### config.mk
export PLATFORM = sky130hd
export DESIGN_NAME = ifa_ctrl
export DESIGN_NICKNAME = d
export VERILOG_FILES = /design/src/logic/ifa_pkg.sv /design/src/logic/ifa_ctrl.sv /design/src/logic/ifa_pin_sync.sv
export SDC_FILE = /design/constraint.sdc
export NUM_CORES = 1
export LEC_CHECK = 0
export ABC_AREA = 1
export BUFFER_PORTS_ARGS = -buffer_cell sky130_fd_sc_hd__buf_4
export CAP_MARGIN = 20
export CORE_AREA = 2 2 147 106
export CTS_CLUSTER_DIAMETER = 50
export DETAILED_ROUTE_END_ITERATION = 6
export DIE_AREA = 0 0 149 108
export GPL_TIMING_DRIVEN = 0
export MAX_ROUTING_LAYER = met4
export PLACE_DENSITY = 0.71
export SYNTH_ARGS = -nofsm -noshare
export SYNTH_HDL_FRONTEND = slang
export SYNTH_HIERARCHICAL = 1
export SYNTH_SLANG_ARGS = --single-unit
export TNS_END_PERCENT = 1
### constraint.sdc
create_clock -name CLK -period 15.3 [get_ports CLK]
set_input_delay 3.825 -clock CLK [delete_from_list [all_inputs] [get_ports CLK]]
set_output_delay 3.825 -clock CLK [all_outputs]
set_load 0.01 [all_outputs]
### src/logic/ifa_pkg.sv
// Constants shared by the request flag and acceptance controller.
// Assumes a 32-bit APB slave with byte addresses and one word per register.
`default_nettype none
package ifa_pkg;
  // ***************************************************************
  // Sizes
  // ***************************************************************
  localparam int unsigned IFA_NUM_PINS = 8;  // External request pins
  localparam int unsigned IFA_NUM_PER = 4;  // Default on-chip peripheral sources
  localparam int unsigned IFA_PRIO_W = 4;  // Width of one priority field
  localparam int unsigned IFA_SRC_W = 4;  // Width of a source number
  localparam int unsigned IFA_STAT_W = 16;  // Width of the status register
  // ***************************************************************
  // Register byte offsets
  // ***************************************************************
  localparam logic [11:0] IFA_OFS_STATUS = 12'h000;  // pin_request_status
  localparam logic [11:0] IFA_OFS_SENSE = 12'h004;  // pin_sense_select
  localparam logic [11:0] IFA_OFS_PRIO_A = 12'h008;  // Priorities of pins 0..3
  localparam logic [11:0] IFA_OFS_PRIO_B = 12'h00c;  // Priorities of pins 4..7
  localparam logic [11:0] IFA_OFS_PRIO_C = 12'h010;  // Priorities of peripherals
  localparam logic [11:0] IFA_OFS_ACCEPT = 12'h014;  // Current request view
  // ***************************************************************
  // Field positions
  // ***************************************************************
  localparam int unsigned IFA_ACC_REQ_BIT = 8;  // Request line in accept view
  localparam int unsigned IFA_ACC_LVL_LSB = 4;  // Level field in accept view
  localparam int unsigned IFA_ACC_SRC_LSB = 0;  // Source field in accept view
  // ***************************************************************
  // Reset values
  // ***************************************************************
  localparam logic [7:0] IFA_RST_FLAGS = 8'h00;  // No request latched
  localparam logic [7:0] IFA_RST_SENSE = 8'h00;  // All pins low-level sensed
  localparam logic [15:0] IFA_RST_PRIO = 16'h0000;  // All levels lowest
  localparam logic [7:0] IFA_RST_PIN_SYNC = 8'hff;  // Idle pins sit high
  // ***************************************************************
  // APB access phases
  // ***************************************************************
  typedef enum logic [1:0] {
    IFA_BUS_IDLE,
    IFA_BUS_WAIT,
    IFA_BUS_DONE
  } ifa_bus_t;
endpackage : ifa_pkg
`default_nettype wire

### src/logic/ifa_ctrl.sv
// Pin request flags, priority arbitration and request acceptance.
// Assumes an APB master on CLK and a CPU core on CLK that drives its mask
// level and pulses when it starts exception processing.
`default_nettype none
// What this block does
// - Status is 16 bits, upper byte zero
// - Pin 0 flag at bit 7, pin 7 at 0
// - Level mode flag follows low pin level
// - Edge mode flag set on falling edge
// - Edge flag cleared by read-one then write-zero
// - Edge flag cleared on its exception start
// - Reset clears flags; standby keeps them
// - Highest programmed level wins arbitration
// - Losing edge requests stay pending
// - Manual reset also drops pending edge flags
// - Ties broken by fixed source order
// - Accept only level above CPU mask
// - Echo pin low while request accepted
// - Echo pin is the inverse of CPU request line
// - Level request releases after mask update
// - Edge request releases at exception start
// - Higher pending request keeps echo low
// - Priority fields four bits, 0 to 15
// - Sense bit: 0 level, 1 falling edge
module ifa_ctrl
  import ifa_pkg::*;
#(
  parameter int unsigned NUM_PER = IFA_NUM_PER  // On-chip peripheral sources
) (
  input wire logic CLK,
  input wire logic RESET,
  input wire logic MANUAL_RESET,
  input wire logic PSEL,
  input wire logic PENABLE,
  input wire logic PWRITE,
  input wire logic [11:0] PADDR,
  input wire logic [31:0] PWDATA,
  output logic [31:0] PRDATA,
  output logic PREADY,
  output logic PSLVERR,
  input wire logic [IFA_NUM_PINS-1:0] EXT_REQUEST_PINS_N,
  input wire logic [NUM_PER-1:0] PER_REQ,
  input wire logic [IFA_PRIO_W-1:0] CPU_MASK_LEVEL,
  input wire logic CPU_EXC_START,
  output logic CPU_IRQ_REQ,
  output logic [IFA_PRIO_W-1:0] CPU_IRQ_LEVEL,
  output logic [IFA_SRC_W-1:0] CPU_IRQ_SOURCE,
  output logic REQUEST_ECHO_PIN_N
);
  localparam int unsigned NSRC = IFA_NUM_PINS + NUM_PER;  // All sources

  // ***************************************************************
  // Elaboration check
  // ***************************************************************
  generate
    if (NUM_PER < 1 || NUM_PER > 4) begin : g_bad_per
      $error("ifa_ctrl: NUM_PER must be 1 to 4, one priority register");
    end
  endgenerate

  // ***************************************************************
  // State
  // ***************************************************************
  logic [IFA_NUM_PINS-1:0] flag_r;  // Edge-latched requests, pin index order
  logic [IFA_NUM_PINS-1:0] armed_r;  // Flag was read as one, may be cleared
  logic [IFA_NUM_PINS-1:0] sense_r;  // One selects falling-edge sensing
  logic [15:0] prio_a_r;  // Pins 0..3, pin 0 in the top nibble
  logic [15:0] prio_b_r;  // Pins 4..7
  logic [15:0] prio_c_r;  // Peripherals, source 0 in the top nibble
  ifa_bus_t bus_r;  // APB access tracking
  logic [31:0] prdata_r;  // Read data held for the access phase
  logic pslverr_r;  // Unmapped address seen
  logic req_r;  // Request line to the CPU
  logic [IFA_PRIO_W-1:0] lvl_r;  // Level presented with the request
  logic [IFA_SRC_W-1:0] src_r;  // Source presented with the request
  logic pready_r;  // Answer flag, high in the last access cycle
  logic echo_n_r;  // Echo pin copy of the request line, active low

  // ***************************************************************
  // Pin synchronisers
  // ***************************************************************
  logic [IFA_NUM_PINS-1:0] low_lvl;  // Pin held low, synchronised
  logic [IFA_NUM_PINS-1:0] fall;  // One-cycle falling-edge pulse

  ifa_pin_sync #(
    .WIDTH(IFA_NUM_PINS)
  ) u_sync (
    .CLK(CLK),
    .RESET(RESET),
    .pin_n(EXT_REQUEST_PINS_N),
    .low_lvl(low_lvl),
    .fall(fall)
  );

  // ***************************************************************
  // Decoding helpers
  // ***************************************************************
  // Status bit position of a pin: pin 0 sits at bit 7
  function automatic logic [7:0] pin_to_status(input logic [IFA_NUM_PINS-1:0] v);
    logic [7:0] r;
    r = 8'h00;
    for (int i = 0; i < IFA_NUM_PINS; i++) begin
      r[7 - i] = v[i];
    end
    return r;
  endfunction : pin_to_status

  // Priority nibble of a source; nibble 0 of each register is the top one
  function automatic logic [IFA_PRIO_W-1:0] prio_of(input int unsigned s,
      input logic [15:0] a, input logic [15:0] b, input logic [15:0] c);
    logic [15:0] w;
    int unsigned k;
    w = (s < 4) ? a : (s < 8) ? b : c;
    k = 3 - (s % 4);
    return w[k*4 +: 4];
  endfunction : prio_of

  // ***************************************************************
  // APB access decode
  // ***************************************************************
  logic acc_done;  // Access phase edge where PREADY is sampled high
  logic wr_done;  // Write takes effect on this edge
  logic rd_done;  // Read data is taken on this edge
  logic hit_status;  // Address selects the status register
  logic mapped;  // Address selects any register

  assign acc_done = PSEL & PENABLE & (bus_r == IFA_BUS_DONE);
  assign wr_done = acc_done & PWRITE;
  assign rd_done = acc_done & ~PWRITE;
  assign hit_status = (PADDR == IFA_OFS_STATUS);
  assign mapped = hit_status | (PADDR == IFA_OFS_SENSE) | (PADDR == IFA_OFS_PRIO_A)
                | (PADDR == IFA_OFS_PRIO_B) | (PADDR == IFA_OFS_PRIO_C)
                | (PADDR == IFA_OFS_ACCEPT);

  // Bus phase: two wait states so every APB output comes from a flop
  always_ff @(posedge CLK) begin
    if (RESET) begin
      bus_r <= IFA_BUS_IDLE;
      pready_r <= 1'b0;
    end else begin
      // Rises as the phase enters DONE, so the port needs no decode
      pready_r <= (bus_r == IFA_BUS_WAIT);
      case (bus_r)
        IFA_BUS_IDLE: begin
          // Access phase seen: answer two edges later
          if (PSEL && PENABLE) begin
            bus_r <= IFA_BUS_WAIT;
          end
        end
        IFA_BUS_WAIT: begin
          bus_r <= IFA_BUS_DONE;
        end
        IFA_BUS_DONE: begin
          bus_r <= IFA_BUS_IDLE;
        end
        default: begin
          bus_r <= IFA_BUS_IDLE;
        end
      endcase
    end
  end

  // ***************************************************************
  // Status view and read data
  // ***************************************************************
  logic [IFA_NUM_PINS-1:0] pin_view;  // What each pin flag reads as

  // Level-sensed pins show the pin itself, edge-sensed pins the latch
  assign pin_view = (sense_r & flag_r) | (~sense_r & low_lvl);

  // Read data is captured on the same edge where PREADY rises and then held
  always_ff @(posedge CLK) begin
    if (RESET) begin
      prdata_r <= 32'h0000_0000;
      pslverr_r <= 1'b0;
    end else if (bus_r == IFA_BUS_WAIT) begin
      pslverr_r <= ~mapped;
      prdata_r <= 32'h0000_0000;
      case (PADDR)
        // Upper byte of the 16-bit status stays zero
        IFA_OFS_STATUS: prdata_r[7:0] <= pin_to_status(pin_view);
        IFA_OFS_SENSE: prdata_r[7:0] <= pin_to_status(sense_r);
        IFA_OFS_PRIO_A: prdata_r[15:0] <= prio_a_r;
        IFA_OFS_PRIO_B: prdata_r[15:0] <= prio_b_r;
        IFA_OFS_PRIO_C: prdata_r[15:0] <= prio_c_r;
        IFA_OFS_ACCEPT: begin
          prdata_r[IFA_ACC_REQ_BIT] <= req_r;
          prdata_r[IFA_ACC_LVL_LSB +: IFA_PRIO_W] <= lvl_r;
          prdata_r[IFA_ACC_SRC_LSB +: IFA_SRC_W] <= src_r;
        end
        default: prdata_r <= 32'h0000_0000;  // Unmapped reads as zero
      endcase
    end else begin
      pslverr_r <= 1'b0;  // Error stands for the answer cycle only
    end
  end

  // ***************************************************************
  // Configuration registers
  // ***************************************************************
  // Sense select and priorities; writes to unmapped space are dropped
  always_ff @(posedge CLK) begin
    if (RESET) begin
      sense_r <= IFA_RST_SENSE;
      prio_a_r <= IFA_RST_PRIO;
      prio_b_r <= IFA_RST_PRIO;
      prio_c_r <= IFA_RST_PRIO;
    end else if (wr_done) begin
      case (PADDR)
        IFA_OFS_SENSE: begin
          for (int i = 0; i < IFA_NUM_PINS; i++) begin
            sense_r[i] <= PWDATA[7 - i];
          end
        end
        IFA_OFS_PRIO_A: prio_a_r <= PWDATA[15:0];
        IFA_OFS_PRIO_B: prio_b_r <= PWDATA[15:0];
        IFA_OFS_PRIO_C: prio_c_r <= PWDATA[15:0];
        default: begin
        end
      endcase
    end
  end

  // ***************************************************************
  // Edge flags
  // ***************************************************************
  logic [IFA_NUM_PINS-1:0] ack_clr;  // Edge flag served by the CPU now
  logic [IFA_NUM_PINS-1:0] sw_clr;  // Software withdraws a read-one flag
  logic [7:0] wr_stat;  // Written status byte in pin index order

  always_comb begin
    ack_clr = '0;
    wr_stat = 8'h00;
    for (int i = 0; i < IFA_NUM_PINS; i++) begin
      wr_stat[i] = PWDATA[7 - i];
    end
    // The source on the request line is the one being served
    if (CPU_EXC_START && req_r && (src_r < IFA_SRC_W'(IFA_NUM_PINS))) begin
      ack_clr[src_r[2:0]] = sense_r[src_r[2:0]];
    end
  end

  // Only a zero written to a flag read as one clears it; ones and the
  // reserved byte do nothing
  assign sw_clr = (wr_done && hit_status) ? (armed_r & ~wr_stat) : '0;

  // A new falling edge wins over a software or exception clear in the same cycle, but a manual reset drops it. Standby has
  // no input here, so it cannot disturb the flags.
  always_ff @(posedge CLK) begin
    if (RESET) begin
      flag_r <= IFA_RST_FLAGS;
    end else if (MANUAL_RESET) begin
      flag_r <= IFA_RST_FLAGS & fall & sense_r;
    end else begin
      // Pending flags stay until served or withdrawn
      flag_r <= (flag_r & ~sw_clr & ~ack_clr) | (fall & sense_r);
    end
  end

  // Arming: a status read that returned one for an edge flag
  always_ff @(posedge CLK) begin
    if (RESET || MANUAL_RESET) begin
      armed_r <= '0;
    end else if (rd_done && hit_status) begin
      for (int i = 0; i < IFA_NUM_PINS; i++) begin
        armed_r[i] <= prdata_r[7 - i] & sense_r[i] & flag_r[i];
      end
    end else begin
      armed_r <= armed_r & flag_r & ~sw_clr & ~ack_clr;
    end
  end

  // ***************************************************************
  // Arbitration and acceptance
  // ***************************************************************
  logic [NSRC-1:0] pend;  // Requests taking part, served flag removed
  logic found;  // Some request is present
  logic [IFA_PRIO_W-1:0] best_lvl;  // Highest level present
  logic [IFA_SRC_W-1:0] best_src;  // Its source number
  logic accept;  // Best level beats the CPU mask

  // Scan from the last source down with >= so the lowest source number
  // wins a tie; pins come before peripherals in the fixed order
  always_comb begin
    pend = {PER_REQ, ((sense_r & flag_r & ~ack_clr) | (~sense_r & low_lvl))};
    found = 1'b0;
    best_lvl = '0;
    best_src = '0;
    for (int s = NSRC - 1; s >= 0; s--) begin
      if (pend[s] && (!found || prio_of(s, prio_a_r, prio_b_r, prio_c_r) >= best_lvl)) begin
        found = 1'b1;
        best_lvl = prio_of(s, prio_a_r, prio_b_r, prio_c_r);
        best_src = IFA_SRC_W'(s);
      end
    end
    accept = found && (best_lvl > CPU_MASK_LEVEL);
  end

  // Request line, level and source to the CPU. A level request drops once
  // the mask catches up; a served edge flag drops at exception start
  // unless another request still beats the mask, which keeps it low.
  always_ff @(posedge CLK) begin
    if (RESET) begin
      req_r <= 1'b0;
      echo_n_r <= 1'b1;
      lvl_r <= '0;
      src_r <= '0;
    end else begin
      req_r <= accept;
      echo_n_r <= ~accept;
      lvl_r <= accept ? best_lvl : '0;
      src_r <= accept ? best_src : '0;
    end
  end

  // ***************************************************************
  // Outputs
  // ***************************************************************
  assign PRDATA = prdata_r;
  assign PREADY = pready_r;
  assign PSLVERR = pslverr_r;
  assign CPU_IRQ_REQ = req_r;
  assign CPU_IRQ_LEVEL = lvl_r;
  assign CPU_IRQ_SOURCE = src_r;
  assign REQUEST_ECHO_PIN_N = echo_n_r;
endmodule : ifa_ctrl
`default_nettype wire

### src/logic/ifa_pin_sync.sv
// Two-stage synchroniser and falling-edge detector for the request pins.
// Assumes pins are asynchronous to CLK and idle high.
`default_nettype none
module ifa_pin_sync
  import ifa_pkg::*;
#(
  parameter int unsigned WIDTH = IFA_NUM_PINS
) (
  input wire logic CLK,
  input wire logic RESET,
  input wire logic [WIDTH-1:0] pin_n,
  output logic [WIDTH-1:0] low_lvl,
  output logic [WIDTH-1:0] fall
);
  // ***************************************************************
  // Per-pin stages
  // ***************************************************************
  logic [WIDTH-1:0] meta_r;  // First stage, read only by the second
  logic [WIDTH-1:0] sync_r;  // Second stage, safe to use
  logic [WIDTH-1:0] prev_r;  // Previous safe level for edge detect

  generate
    if (WIDTH < 1 || WIDTH > IFA_NUM_PINS) begin : g_bad
      $error("ifa_pin_sync: WIDTH out of range");
    end
    for (genvar i = 0; i < WIDTH; i++) begin : g_pin
      // Synchroniser chain; reset to the idle-high level
      always_ff @(posedge CLK) begin
        if (RESET) begin
          meta_r[i] <= 1'b1;
          sync_r[i] <= 1'b1;
          prev_r[i] <= 1'b1;
        end else begin
          meta_r[i] <= pin_n[i];
          sync_r[i] <= meta_r[i];
          prev_r[i] <= sync_r[i];
        end
      end
      // Active-high view of a low pin, and a one-cycle falling pulse
      assign low_lvl[i] = ~sync_r[i];
      assign fall[i] = prev_r[i] & ~sync_r[i];
    end
  endgenerate
endmodule : ifa_pin_sync
`default_nettype wire

* Yosys cells after proc, flatten, opt, wreduce, memory -nomap -nowiden *
Index checks and enable logic that the tools add are counted.

word-level totals
  bits of input ports = 67
  register bits after elaboration = 126
  output and inout port bits = 44

operators by class
  bitwise gates (word level) = 63
  muxes and demuxes = 47
  order comparisons = 15
  reduce and logical (&&, ||, !) cells = 54
  eq/ne operators = 8

operators by type and width
  operator               count
  $and A8 B8 Y8          11
  $mux W4                16
  $pmux W8 S6            1
  $ge A4 B4 Y1           11
  $not A8 Y8             4
  $and A1 B1 Y1          28
  $eq A12 B4 Y1 const B  2
  $eq A12 B5 Y1 const B  2
  $mux W8                3
  $or A8 B8 Y8           3
  $pmux W7 S3            1
  $logic_and A1 B1 Y1    18
  $mux W1                15
  $eq A12 B3 Y1 const B  1
  $logic_not A12 Y1      1
  $logic_or A1 B1 Y1     12
  $mux W3                4
  $not A1 Y1             12
  $logic_not A1 Y1       11
  $reduce_or A10 Y1      1
  $reduce_and A2 Y1      4
  $mux W2                3
  $reduce_or A2 Y1       3
  $reduce_or A6 Y1       1
  other kinds (15)       19

* Depth between registers and ports, before layout *
Gate-level depths: netlist of the first run.

  depth after elaboration = 49
  gate-level depth with buffers = 124
  gate-level depth less buffers = 123

* By module *
The synthesis of the first run kept the hierarchy.

by module, submodules not included
  module        instances  cells each  area each (sq um)
  ifa_ctrl      1          919         6,442.4
  ifa_pin_sync  1          91          749.5

* Worst setup path after synthesis of the first run *
Ideal clock, no wire load.

  kind = input port to flip-flop
  start point = in PER_REQ[3]
  end point = reg src_r[2] (netlist: CPU_IRQ_SOURCE[2])
  setup slack = -1.128 ns
  library setup time = 0.075 ns
  arrival = 16.353 ns
  required time = 15.225 ns
  cell stages on the path = 112
  cell sequence = nand2_1 > ha_1 > nand2_1 > inv_1 > nand2_1 > nand4_1 > nand2_1 > inv_1 > o21ai_0 > inv_1 > ha_1 > nand2_1 > inv_1 > o21ai_0 > nand4_1 > nand2_2 > nor2_1 > a21oi_1 > [76 not listed] > ha_1 > inv_1 > a21boi_0 > o21ai_0 > nand2_1 > a21oi_1 > nand2_2 > nand2_2 > nand2_1 > nand2_1 > inv_1 > ha_1 > inv_1 > o21ai_0 > nand3_1 > a221oi_1 > o2111ai_2 > nor3_2

between the ends
  cells in the longest elaborated chain, start to end = 49
  elaborated cells between the ends (all ways) = 79
  classes of those cells = order compare (12); mux (31); bitwise (1); reduce/logical (35)

ends and longest elaborated chain
  element                                                  RTL line         RTL
  start: declaration                                       ifa_ctrl.sv:42   input wire logic [NUM_PER-1:0] PER_REQ,
  $mux W4 / $mux W1 (equally long branches)                ifa_ctrl.sv:290  if (pend[s] && (!found || prio_of(s, prio_a_r, prio_b_r, prio_c_r) >= best_lvl)) begin
  $ge A4 B4 Y1 / $logic_not A1 Y1 (equally long branches)  ifa_ctrl.sv:290
  $logic_or A1 B1 Y1                                       ifa_ctrl.sv:290
  $logic_and A1 B1 Y1                                      ifa_ctrl.sv:290
  $mux W4 / $mux W1 (equally long branches)                ifa_ctrl.sv:290
  $ge A4 B4 Y1 / $logic_not A1 Y1 (equally long branches)  ifa_ctrl.sv:290
  $logic_or A1 B1 Y1                                       ifa_ctrl.sv:290
  $logic_and A1 B1 Y1                                      ifa_ctrl.sv:290
  [34 not listed]                                          n/a
  $logic_or A1 B1 Y1                                       ifa_ctrl.sv:290
  $logic_and A1 B1 Y1                                      ifa_ctrl.sv:290
  $mux W4 *                                                ifa_ctrl.sv:290
  via best_lvl[1]                                          ifa_ctrl.sv:278  logic [IFA_PRIO_W-1:0] best_lvl;
  $gt A4 B4 Y1 *                                           ifa_ctrl.sv:296  accept = found && (best_lvl > CPU_MASK_LEVEL);
  $logic_and A1 B1 Y1 *                                    ifa_ctrl.sv:296
  $not A1 Y1 (no source line) *                            n/a
  $reduce_or A6 Y1 (no source line) *                      n/a
  end signal: assignment                                   ifa_ctrl.sv:312  src_r <= accept ? best_src : '0;
  end: declaration                                         ifa_ctrl.sv:75   logic [IFA_SRC_W-1:0] src_r;

The timed path passes the listed nets; every way through them passes the cells marked *.
A chain may end at the register's enable or synchronous reset.

* Final worst setup path of the first run *
  start point = in PER_REQ[3]
  end point = reg src_r[0] (netlist: CPU_IRQ_SOURCE[0])

between the ends
  cells in the longest elaborated chain, start to end = 49
  elaborated cells between the ends (all ways) = 83
  classes of those cells = order compare (12); mux (35); bitwise (1); reduce/logical (35)

ends and longest elaborated chain
  element                                                  RTL line
  $mux W4 / $mux W1 (equally long branches)                ifa_ctrl.sv:290
  $ge A4 B4 Y1 / $logic_not A1 Y1 (equally long branches)  ifa_ctrl.sv:290
  $logic_or A1 B1 Y1                                       ifa_ctrl.sv:290
  $logic_and A1 B1 Y1                                      ifa_ctrl.sv:290
  $mux W4 / $mux W1 (equally long branches)                ifa_ctrl.sv:290
  $ge A4 B4 Y1 / $logic_not A1 Y1 (equally long branches)  ifa_ctrl.sv:290
  $logic_or A1 B1 Y1                                       ifa_ctrl.sv:290
  $logic_and A1 B1 Y1                                      ifa_ctrl.sv:290
  [34 not listed]                                          n/a
  $logic_or A1 B1 Y1                                       ifa_ctrl.sv:290
  $logic_and A1 B1 Y1                                      ifa_ctrl.sv:290
  $mux W4 *                                                ifa_ctrl.sv:290
  via best_lvl[1]                                          ifa_ctrl.sv:278
  $gt A4 B4 Y1 *                                           ifa_ctrl.sv:296
  $logic_and A1 B1 Y1 *                                    ifa_ctrl.sv:296
  $not A1 Y1 (no source line) *                            n/a
  $reduce_or A3 Y1 (no source line) *                      n/a

Marks and branches as above.

==> metrics.md, run 1 <==
| Metric | Value |
|---|---|
| Run status | `finished, violations left` |
| Failing checks | `design-rule violations, negative setup slack` |
| Grt met1 use | `42.0%` |
| Top Usage Layer GRT | `met2` |
| Power Dens Cells | `102 mW/mm^2` |
| Largest net degree at the start of global routing | `17` |
| Post-layout util | `67.4%` |
| Drt wl/cell | `17.9 um` |
| Area grow syn2layout | `36.2%` |
| Storage element area | `0.00252 sq mm` |
| Post-Synthesis Cells | `1010` |
| Peak Freq | `59.9 MHz` |
| Clock Power Share | `44.6%` |
| Critical path's slowest cell | `a221oi_4` |
| Critical Path End Type | `register` |
| Multi-input gate area | `0.00442 sq mm` |
| RSZ-0062 raised after global routing | `yes` |
| Fill cells | `1221` |
| Yosys top cell by area | `dfxtp_1` |
| Sequential share of the synthesized area | `35.1%` |
| Slew Limit Fails | `0` |
| Post-route ant nets | `0` |
| Critical path origin | `PER_REQ[3]` |
| DR vias/cell | `5.53` |
| VDD IR-drop max | `83.4 uV` |
| DRC viols | `21` |
| Min Tclk post-route | `16.71 ns` |
| Post-Syn Area | `0.00719 sq mm` |
| FF+latch count, synth | `126` |
| Sw frac | `29.0%` |
| Worst Hold End | `u_sync/sync_r[2]$_SDFF_PP1_` |
| MaxCap Viol Count | `0` |
| I/O Pins | `111` |
| Kind of critical path | `in2reg` |
| Overflow after GRT | `0` |
| H-tree Lvls | `4` |
| Reg-to-reg endpoint | `CPU_IRQ_SOURCE[0]$_SDFF_PP0_` |
| Post-synth cell types | `45` |
| TritonCTS clock tree | `built` |
| Initial antenna violation count | `0` |
| R2r setup slk | `1.71 ns` |
| Worst Path Required | `15.67 ns` |
| R2r worst-path depth | `109` |
| Worst Max-Slew Pin Slew | `1.01 ns` |
| Final Hold Fails | `0` |
| WP data arrival | `17.07 ns` |
| DIE WIDTH | `149 um` |
| DRT iter0 DRCs | `831` |
| Crit-path most repeated cell | `nand2_2` |
| Clock sinks | `126` |
| Met2 GRT Util | `44.2%` |
| Crit-path max cell delay | `0.34 ns` |
| Row cnt | `37` |
| Clk pin slew, worst setup/hold paths | `0.06 ns` |
| Final period util | `109%` |
| TritonRoute pass-1 iters | `7` |
| Total Power | `999 uW` |
| Flop pwr share | `34.4%` |
| HP Start | `u_sync/meta_r[2]$_SDFF_PP1_` |
| Slew margin rel. | `32.3%` |
| Final WS setup | `-1.41 ns` |
| GR Layer Usage met3 | `8.48%` |
| GRT Total Usage | `30.5%` |
| Pint | `709 uW` |
| Final setup violation count | `10` |
| Number of port buffers | `78` |
| Final net count | `1289` |
| GP Congestion | `0.969` |
| Die height | `108 um` |
| Reg-to-reg startpoint | `prio_c_r[4]$_SDFFE_PP0P_` |
| Combinational share of power | `21.0%` |
| Most common cell after layout, fill and taps aside | `inv_1` |
| Synth Area per Inst | `7.12 sq um` |
| Yosys warnings | `6` |
| Crit path max fanout | `8` |
| Switching power total | `290 uW` |
| DP HPWL | `17300 um` |
| Vias | `7673` |
| P_leak | `4.23 nW` |
| Latest clock arrival within the worst-skew pair | `0.43 ns` |
| Commonest non-fill, non-tap cells in the layout | `inv_1 (168), buf_4 (145), nand2_1 (140)` |
| CTS root buffer | `clkbuf_16` |
| Final Skew | `0.00832 ns` |
| Core Box Area | `0.0145 sq mm` |
| Cts hold-fix bufs | `0` |
| Proportion of layout cells with a drive suffix above 1 | `28.6%` |
| Crit path launch type | `primary input` |
| Setup TNS | `-13.34 ns` |
| Synth top area cells | `dfxtp_1 (35%), inv_1 (9.2%), nand2_1 (8.6%)` |
| Min-delay worst type | `reg2reg` |
| Hold WS | `0.406 ns` |
| Die area | `0.0161 sq mm` |
| N_diodes | `0` |
| Initial Util | `49.5%` |
| Hold depth | `2` |
| Post-synth top area share | `35.1%` |
| Clock Path Buffers | `2` |
| Global-route wire length before repair | `36300 um` |
| CTS buffer count | `17` |
| Routed WL | `24800 um` |
| Number of global-route vias before repair | `6885` |
==> cells by family (layout without fill, tap and decap cells) <==
family	after synthesis	after routing	synth area share (%)
AO/OA/AOI/OAI	263	263	20.7
adder cells (fa/ha/maj)	43	43	7.48
buffers and inverters	226	392	13.0
flip-flops	126	126	35.1
other	1	16	0.0521
AND/OR/NAND/NOR	351	352	23.7
==> repair_timing <==
item	in CTS	in global routing
endpoints found under the hold margin	0	0
pin swaps	48	85
gates resized for setup	53	90
cloned	1	0
setup buffers	27	29
setup endpoints to repair	10	10
==> registers in the layout, summed over array words and instances (netlist names), 2 cells and up <==
register        cells
CPU_IRQ_LEVEL       4
bus_r               2
u_sync/meta_r       8
flag_r              8
prio_a_r           16
CPU_IRQ_SOURCE      4
armed_r             8
PRDATA             16
sense_r             8
u_sync/sync_r       8
u_sync/prev_r       8
prio_c_r           16
prio_b_r           16
==> metal layers <==
layer  part of all wire [%]  wire length (um)  vias to the layer above
met3                     11              2610                       51
li1                       -                 -                     3665
met4                    2.1               523                        0
met5                      0                 0                        -
met2                     44             10900                      392
met1                     43             10700                     3565
==> cell usage after synthesis (all sizes together) <==
cell     instances
nand2          195
inv            182
dfxtp          126
o21ai          114
a21oi           94
nor2            67
ha              43
nand3           40
clkbuf          21
buf             20
nand4           14
nor3            13
o22ai           13
a211oi          12
nor4            11
o221ai           8
nand3b           6
a21boi           5
a2111oi          4
a31oi            4
clkinv           3
or2              3
a221oi           2
and2             2
o2111ai          2
o21bai           2
a22oi            1
conb             1
o211ai           1
o41ai            1
==> how the worst max path moves through the flow <==
stage | endpoint | slack [ns]
after floorplan | CPU_IRQ_SOURCE[2]$_SDFF_PP0_ | -0.45
after global placement | CPU_IRQ_SOURCE[2]$_SDFF_PP0_ | -2.15
after detailed placement | CPU_IRQ_SOURCE[2]$_SDFF_PP0_ | -2.51
after CTS | CPU_IRQ_SOURCE[2]$_SDFF_PP0_ | -0.97
after global routing | CPU_IRQ_SOURCE[0]$_SDFF_PP0_ | -2.25
final | CPU_IRQ_SOURCE[0]$_SDFF_PP0_ | -1.41
==> final cells by class <==
cell class	instances	share of cell area, %
plain buffers	41	2.46
repair buffers	134	10.5
multi-input cells	674	45.1
clock buffers	19	4.62
inverters	185	7.15
clock inverters	13	1.89
flip-flops and latches	126	25.7
well taps	195	2.49
==> critical path: cells and delay by family <==
family / cells / cell delay, ns
AO/OA/AOI/OAI: 29 / 3.86
adder cells (fa/ha/maj): 12 / 3.09
buffers and inverters: 18 / 1.45
AND/OR/NAND/NOR: 52 / 4.78
==> power by group through the flow <==
stage               sequential [mW]  combinational (mW)  clock (mW)
finish                        0.344               0.209       0.445
global route                  0.344               0.226       0.459
CTS                           0.343               0.167       0.444
detailed placement            0.350               0.148           0
global placement              0.350               0.145           0
floorplan                     0.350              0.0993           0
==> per-stage QoR <==
step / area, sq um / std cells / setup slack, ns
2_1_floorplan: 7270 / 1025 / -0.452
5_1_grt: 9800 / 1387 / -2.25
3_5_place_dp: 8100 / 1298 / -2.51
3_3_place_gp: 8100 / 1298 / -2.15
4_1_cts: 9140 / 1358 / -0.974
6_report: 9800 / 1387 / -1.41
Note: power is estimated with default switching activity, not from simulation.
==> inputs of run 2 (changes only) <==
--- a/config.mk
+++ b/config.mk
@@ -8,13 +8,13 @@
 export ABC_AREA = 1
 export BUFFER_PORTS_ARGS = -buffer_cell sky130_fd_sc_hd__buf_4
 export CAP_MARGIN = 20
-export CORE_AREA = 2 2 147 106
+export CORE_AREA = 2 2 94 164
 export CTS_CLUSTER_DIAMETER = 50
 export DETAILED_ROUTE_END_ITERATION = 6
-export DIE_AREA = 0 0 149 108
+export DIE_AREA = 0 0 96 166
 export GPL_TIMING_DRIVEN = 0
 export MAX_ROUTING_LAYER = met4
-export PLACE_DENSITY = 0.71
+export PLACE_DENSITY = 0.75
 export SYNTH_ARGS = -nofsm -noshare
 export SYNTH_HDL_FRONTEND = slang
 export SYNTH_HIERARCHICAL = 1
==> run 2 against run 1 <==
Against the previous run:
- critical endpoint is now CPU_IRQ_SOURCE[2]$_SDFF_PP0_
- critical path type unchanged
- the run still ends with design-rule violations, negative setup slack left
- sequential cell count is the same
- sequential power is essentially flat
- setup slack got worse by 0.35 ns
- utilization shrank 0.31 points
- combinational power rose by 3%
- via count up 4.2%
==> metrics.md, run 2 (synthesis gave the netlist of run 1 again) <==
| Metric | Value |
|---|---|
| Run status | `finished, violations left (unchanged)` |
| Failing checks | `design-rule violations, negative setup slack (unchanged)` |
| Post-route ant nets | `0 (unchanged)` |
| Critical Path End Type | `register (unchanged)` |
| Peak Freq | `58.6 MHz (was 59.9 MHz)` |
| Number of port buffers | `78 (unchanged)` |
| Crit-path max cell delay | `0.34 ns (about the same)` |
| Routed WL | `26200 um (was 24800 um)` |
| Reg-to-reg startpoint | `prio_c_r[5]$_SDFFE_PP0P_ (was prio_c_r[4]$_SDFFE_PP0P_)` |
| Crit-path most repeated cell | `nand2_2 (unchanged)` |
| Proportion of layout cells with a drive suffix above 1 | `30.0% (was 28.6%)` |
| RSZ-0062 raised after global routing | `yes (unchanged)` |
| Power Dens Cells | `96.8 mW/mm^2 (was 102 mW/mm^2)` |
| Number of global-route vias before repair | `7722 (was 6885)` |
| DRT iter0 DRCs | `771 (was 831)` |
| Global-route wire length before repair | `38400 um (was 36300 um)` |
| Initial Util | `49.0% (was 49.5%)` |
| Worst Path Required | `15.64 ns (was 15.67 ns)` |
| Final Hold Fails | `0 (unchanged)` |
| HP Start | `u_sync/meta_r[3]$_SDFF_PP1_ (was u_sync/meta_r[2]$_SDFF_PP1_)` |
| Kind of critical path | `in2reg (unchanged)` |
| Crit path max fanout | `8 (unchanged)` |
| Final net count | `1309 (was 1289)` |
| Fill cells | `1167 (was 1221)` |
| Critical path origin | `PER_REQ[3] (unchanged)` |
| Clock sinks | `126 (unchanged)` |
| GRT Total Usage | `32.7% (was 30.5%)` |
| Commonest non-fill, non-tap cells in the layout | `inv_1 (168), buf_4 (167), nand2_1 (133) (was inv_1 (168), buf_4 (145), nand2_1 (140))` |
| MaxCap Viol Count | `0 (unchanged)` |
| Overflow after GRT | `0 (unchanged)` |
| Min-delay worst type | `reg2reg (unchanged)` |
| Worst Max-Slew Pin Slew | `0.977 ns (was 1.01 ns)` |
| CTS buffer count | `17 (unchanged)` |
| VDD IR-drop max | `79.1 uV (was 83.4 uV)` |
| DIE WIDTH | `96 um (was 149 um)` |
| Final Skew | `0.00740 ns (was 0.00832 ns)` |
| Min Tclk post-route | `17.05 ns (was 16.71 ns)` |
| TritonRoute pass-1 iters | `7 (unchanged)` |
| TritonCTS clock tree | `built (unchanged)` |
| Slew margin rel. | `34.2% (was 32.3%)` |
| Largest net degree at the start of global routing | `17 (unchanged)` |
| Slew Limit Fails | `0 (unchanged)` |
| Die height | `166 um (was 108 um)` |
| Core Box Area | `0.0147 sq mm (was 0.0145 sq mm)` |
| Setup TNS | `-16.21 ns (was -13.34 ns)` |
| I/O Pins | `111 (unchanged)` |
| Cts hold-fix bufs | `0 (unchanged)` |
| Die area | `0.0159 sq mm (was 0.0161 sq mm)` |
| Final WS setup | `-1.75 ns (was -1.41 ns)` |
| Post-layout util | `67.1% (was 67.4%)` |
| GP Congestion | `1.02 (was 0.969)` |
| P_leak | `4.27 nW (was 4.23 nW)` |
| Critical path's slowest cell | `ha_1 (was a221oi_4)` |
| Final setup violation count | `10 (unchanged)` |
| Area grow syn2layout | `37.0% (was 36.2%)` |
| CTS root buffer | `clkbuf_16 (unchanged)` |
| Final period util | `111% (was 109%)` |
| Crit path launch type | `primary input (unchanged)` |
| Drt wl/cell | `18.8 um (was 17.9 um)` |
| Most common cell after layout, fill and taps aside | `inv_1 (unchanged)` |
| WP data arrival | `17.40 ns (was 17.07 ns)` |
| H-tree Lvls | `4 (unchanged)` |
| N_diodes | `0 (unchanged)` |
| Clk pin slew, worst setup/hold paths | `0.06 ns (about the same)` |
| Vias | `7999 (was 7673)` |
| Latest clock arrival within the worst-skew pair | `0.43 ns (about the same)` |
| Row cnt | `59 (was 37)` |
| DR vias/cell | `5.73 (was 5.53)` |
| DRC viols | `1 (was 21)` |
| Clock Path Buffers | `2 (unchanged)` |
| Initial antenna violation count | `0 (unchanged)` |
| DP HPWL | `17700 um (was 17300 um)` |
-- run 2: where the power goes --
part	switching [mW]	total, mW	internal, mW
logic	0.124	0.216	0.0915
clock network	0.160	0.394	0.233
registers	0.00763	0.344	0.336
total	0.292	0.954	0.661
-- run 2: routing by layer --
layer	vias up	share of wire, %	track usage, %
li1	3694	-	-
met1	3638	34	32.2
met2	481	49	53.8
met3	186	6.9	6.49
met4	0	9.5	26.3
met5	-	0	-
-- run 2: stage by stage --
stage	std cells	area (sq um)	power, mW	hold slack (ns)	worst slack, ns
floorplan	1025	7270	0.450	0.387	-0.452
global placement	1286	8090	0.496	0.389	-2.12
detailed placement	1286	8090	0.499	0.394	-2.34
CTS	1379	9490	0.921	0.407	-0.705
global route	1395	9860	0.985	0.418	-2.46
finish	1395	9860	0.954	0.405	-1.75
-- run 2: worst max-delay path, delay by kind of cell --
family,cells,cell delay [ns]
compound gates,24,3.15
buf+inv,24,2.27
fa+ha+maj,11,2.89
simple gates,49,5.18
-- run 2: area by class of cell --
class	instances	area, sq um	share of cell area, %
Clock buffer	21	460	4.67
Inverter	185	701	7.11
Buffer	41	238	2.41
Clock inverter	11	109	1.10
Timing Repair Buffer	155	1190	12.0
Multi-Input combinational cell	673	4410	44.7
Sequential cell	126	2520	25.6
Tap cell	183	229	2.32
-- run 2: timing repair --
item                                    4_1_cts  5_1_grt
pin swaps                                    90       88
gates resized for setup                      91       54
endpoints found under the setup margin       10       10
endpoints found under the hold margin         0        0
buffers inserted                             61       17
-- run 2: final timing paths --
check,to,slack (ns),depth (start not counted)
max reg2reg,CPU_IRQ_SOURCE[2]$_SDFF_PP0_,1.30,106
max,CPU_IRQ_SOURCE[2]$_SDFF_PP0_,-1.75,108
min reg2reg,u_sync/sync_r[3]$_SDFF_PP1_,0.41,2
min,u_sync/sync_r[3]$_SDFF_PP1_,0.41,2
==> inputs of run 3 (changes only) <==
--- a/config.mk
+++ b/config.mk
@@ -6,15 +6,16 @@
 export NUM_CORES = 1
 export LEC_CHECK = 0
 export ABC_AREA = 1
+export ABC_CLOCK_PERIOD_IN_PS = 15300
 export BUFFER_PORTS_ARGS = -buffer_cell sky130_fd_sc_hd__buf_4
 export CAP_MARGIN = 20
-export CORE_AREA = 2 2 94 164
+export CORE_AREA = 3 3 95 165
 export CTS_CLUSTER_DIAMETER = 50
 export DETAILED_ROUTE_END_ITERATION = 6
-export DIE_AREA = 0 0 96 166
+export DIE_AREA = 0 0 98 168
 export GPL_TIMING_DRIVEN = 0
 export MAX_ROUTING_LAYER = met4
-export PLACE_DENSITY = 0.75
+export PLACE_DENSITY = 0.83
 export SYNTH_ARGS = -nofsm -noshare
 export SYNTH_HDL_FRONTEND = slang
 export SYNTH_HIERARCHICAL = 1
==> run 3 against run 2 <==
Against the previous run:
- the flow still finishes with violations (design-rule violations, negative setup slack)
- global-route usage is essentially flat
- register-to-register slack lost 0.61 ns
- maximum frequency shrank 3.5%
- die area grew 3.3%
- worst hold slack gained 0.0064 ns
- via count grew 8.2%
- combinational power grew 12%
- power grew 3.1%
- critical endpoint unchanged
- largest cell class unchanged
==> metrics.md, run 3 (synthesis gave the netlist of run 1 again) <==
| Metric | Value |
|---|---|
| Combinational share of power | `24.6% (was 22.6%)` |
| Worst Path Required | `15.64 ns (about the same)` |
| CTS buffer count | `17 (unchanged)` |
| Die area | `0.0165 sq mm (was 0.0159 sq mm)` |
| Commonest non-fill, non-tap cells in the layout | `buf_4 (179), inv_1 (165), nand2_1 (130) (was inv_1 (168), buf_4 (167), nand2_1 (133))` |
| Post-place instance area | `0.00808 sq mm (was 0.00809 sq mm)` |
| GP Congestion | `0.977 (was 1.02)` |
| Largest net degree at the start of global routing | `17 (unchanged)` |
| Routed WL | `30800 um (was 26200 um)` |
| Row cnt | `58 (was 59)` |
| Vias | `8655 (was 7999)` |
| Failing checks | `design-rule violations, negative setup slack (unchanged)` |
| Final Hold Fails | `0 (unchanged)` |
| Clock Power Share | `40.3% (was 41.3%)` |
| Non-filler cells, final | `1406 (was 1395)` |
| Clock Path Buffers | `2 (unchanged)` |
| Post-layout util | `70.1% (was 67.1%)` |
| Overflow after GRT | `0 (unchanged)` |
| MaxCap Viol Count | `0 (unchanged)` |
| Area grow syn2layout | `40.8% (was 37.0%)` |
| Most common cell after layout, fill and taps aside | `buf_4 (was inv_1)` |
| Slew margin rel. | `25.6% (was 34.2%)` |
| Pint | `665 uW (was 661 uW)` |
| TritonCTS clock tree | `built (unchanged)` |
| Crit-path most repeated cell | `nand2_2 (unchanged)` |
| Fill cells | `974 (was 1167)` |
| TritonRoute pass-1 iters | `7 (unchanged)` |
| Critical path's slowest cell | `a221oi_4 (was ha_1)` |
| Placed cells | `1283 (was 1286)` |
| Final period util | `115% (was 111%)` |
| Sw frac | `32.4% (was 30.7%)` |
| Flop pwr share | `35.0% (was 36.1%)` |
| Core Box Area | `0.0144 sq mm (was 0.0147 sq mm)` |
| DP HPWL | `17400 um (was 17700 um)` |
| N_diodes | `0 (unchanged)` |
| GRT Total Usage | `32.8% (was 32.7%)` |
| H-tree Lvls | `4 (unchanged)` |
| DP Worst Slack | `-2.42 ns (was -2.34 ns)` |
| Final Skew | `0.00680 ns (was 0.00740 ns)` |
| Latest clock arrival within the worst-skew pair | `0.43 ns (about the same)` |
| I/O Pins | `111 (unchanged)` |
| Storage element area | `0.00252 sq mm (unchanged)` |
| Switching power total | `318 uW (was 292 uW)` |
| Initial Util | `49.8% (was 49.0%)` |
| DRC viols | `56 (was 1)` |
| DIE WIDTH | `98 um (was 96 um)` |
| Multi-input gate area | `0.00458 sq mm (was 0.00441 sq mm)` |
| P_leak | `4.39 nW (was 4.27 nW)` |
| Final setup violation count | `10 (unchanged)` |
| DR vias/cell | `6.16 (was 5.73)` |
| Final net count | `1323 (was 1309)` |
| Min-delay worst type | `reg2reg (unchanged)` |
| Die height | `168 um (was 166 um)` |
| Setup TNS | `-22.67 ns (was -16.21 ns)` |
| Slew Limit Fails | `0 (unchanged)` |
| Crit path launch type | `primary input (unchanged)` |
| Post-route ant nets | `0 (unchanged)` |
| Global-route wire length before repair | `41100 um (was 38400 um)` |
| Power Dens Cells | `97.1 mW/mm^2 (was 96.8 mW/mm^2)` |
| Final Instance Area | `0.0101 sq mm (was 0.00986 sq mm)` |
| Peak Freq | `56.6 MHz (was 58.6 MHz)` |
| Drt wl/cell | `21.9 um (was 18.8 um)` |
| Clock sinks | `126 (unchanged)` |
| Min Tclk post-route | `17.66 ns (was 17.05 ns)` |
| RSZ-0062 raised after global routing | `yes (unchanged)` |
| WP buf/inv | `25 (was 24)` |
| Critical Path End Type | `register (unchanged)` |
| WP data arrival | `18.01 ns (was 17.40 ns)` |
| Clk pin slew, worst setup/hold paths | `0.06 ns (about the same)` |
| Crit-path max cell delay | `0.38 ns (was 0.34 ns)` |
| DRT iter0 DRCs | `1177 (was 771)` |
| Crit path max fanout | `8 (unchanged)` |
| Worst Max-Slew Pin Slew | `1.11 ns (was 0.977 ns)` |
| CTS root buffer | `clkbuf_16 (unchanged)` |
| Number of global-route vias before repair | `7981 (was 7722)` |
| Cts hold-fix bufs | `0 (unchanged)` |
| Number of port buffers | `78 (unchanged)` |
| CP delay by family, top | `simple AND/OR/NAND/NOR gates (unchanged)` |
| Proportion of layout cells with a drive suffix above 1 | `32.7% (was 30.0%)` |
| Run status | `finished, violations left (unchanged)` |
| Initial antenna violation count | `0 (unchanged)` |
| Kind of critical path | `in2reg (unchanged)` |
| Final WS setup | `-2.36 ns (was -1.75 ns)` |
| VDD IR-drop max | `86.3 uV (was 79.1 uV)` |
==> run 3: cell types whose count changed in the layout (fill, tap and decap cells not counted), moves of 4 or more <==
| cell | delta |
|---|---|
| ha_4 | +7 |
| nand2_4 | +4 |
| ha_1 | -7 |
| o21ai_1 | -4 |
| buf_4 | +12 |
| o21ai_2 | +5 |
==> run 3: cell type report <==
| type | count | area share, % |
|---|---|---|
| plain buffers | 41 | 2.35 |
| clock buffers | 18 | 4.34 |
| clock inverters | 14 | 1.30 |
| inverters | 185 | 6.92 |
| multi-input cells | 673 | 45.2 |
| flip-flops and latches | 126 | 24.9 |
| well taps | 180 | 2.22 |
| repair buffers | 169 | 12.8 |
==> run 3: worst paths after layout <==
| kind | slack (ns) | cells after the start | end | start |
|---|---|---|---|---|
| setup / recovery | -2.36 | 110 | CPU_IRQ_SOURCE[2]$_SDFF_PP0_ | PER_REQ[3] |
| setup reg to reg | 0.69 | 108 | CPU_IRQ_SOURCE[2]$_SDFF_PP0_ | prio_c_r[2]$_SDFFE_PP0P_ |
| hold reg to reg | 0.41 | 2 | u_sync/sync_r[6]$_SDFF_PP1_ | u_sync/meta_r[6]$_SDFF_PP1_ |
| hold / removal | 0.41 | 2 | u_sync/sync_r[6]$_SDFF_PP1_ | u_sync/meta_r[6]$_SDFF_PP1_ |
==> run 3: per-stage QoR <==
step,hold WS [ns],total power [mW]
CTS,0.412,0.918
finish,0.412,0.983
detailed placement,0.401,0.498
global route,0.423,1.00
floorplan,0.387,0.450
global placement,0.391,0.494
==> run 3: timing repair <==
action | in CTS | in global routing
gates cloned | 0 | 0
pin swaps | 84 | 91
setup buffers | 69 | 21
resized for setup | 79 | 99
endpoints found under the setup margin | 10 | 10
==> run 3: tightest hold or removal path, delay by kind of cell, from the launching register on <==
family / cells / cell delay, ns
AND/OR/NAND/NOR: 1 / 0.05
buffers and inverters: 1 / 0.03
flip-flops: 1 / 0.31
==> run 3: routing by layer <==
metal	vias up	global-route usage, %	wire (um)
met5	-	-	0
met4	0	27.1	3740
met3	304	5.68	3340
met2	776	54.1	13900
met1	3844	33.5	9870
li1	3731	-	-
==> run 3: power by group through the flow <==
stage | sequential [mW] | clock, mW | combinational (mW)
global placement | 0.350 | 0 | 0.144
floorplan | 0.350 | 0 | 0.0993
detailed placement | 0.350 | 0 | 0.148
CTS | 0.344 | 0.391 | 0.184
global route | 0.344 | 0.406 | 0.253
finish | 0.344 | 0.397 | 0.242
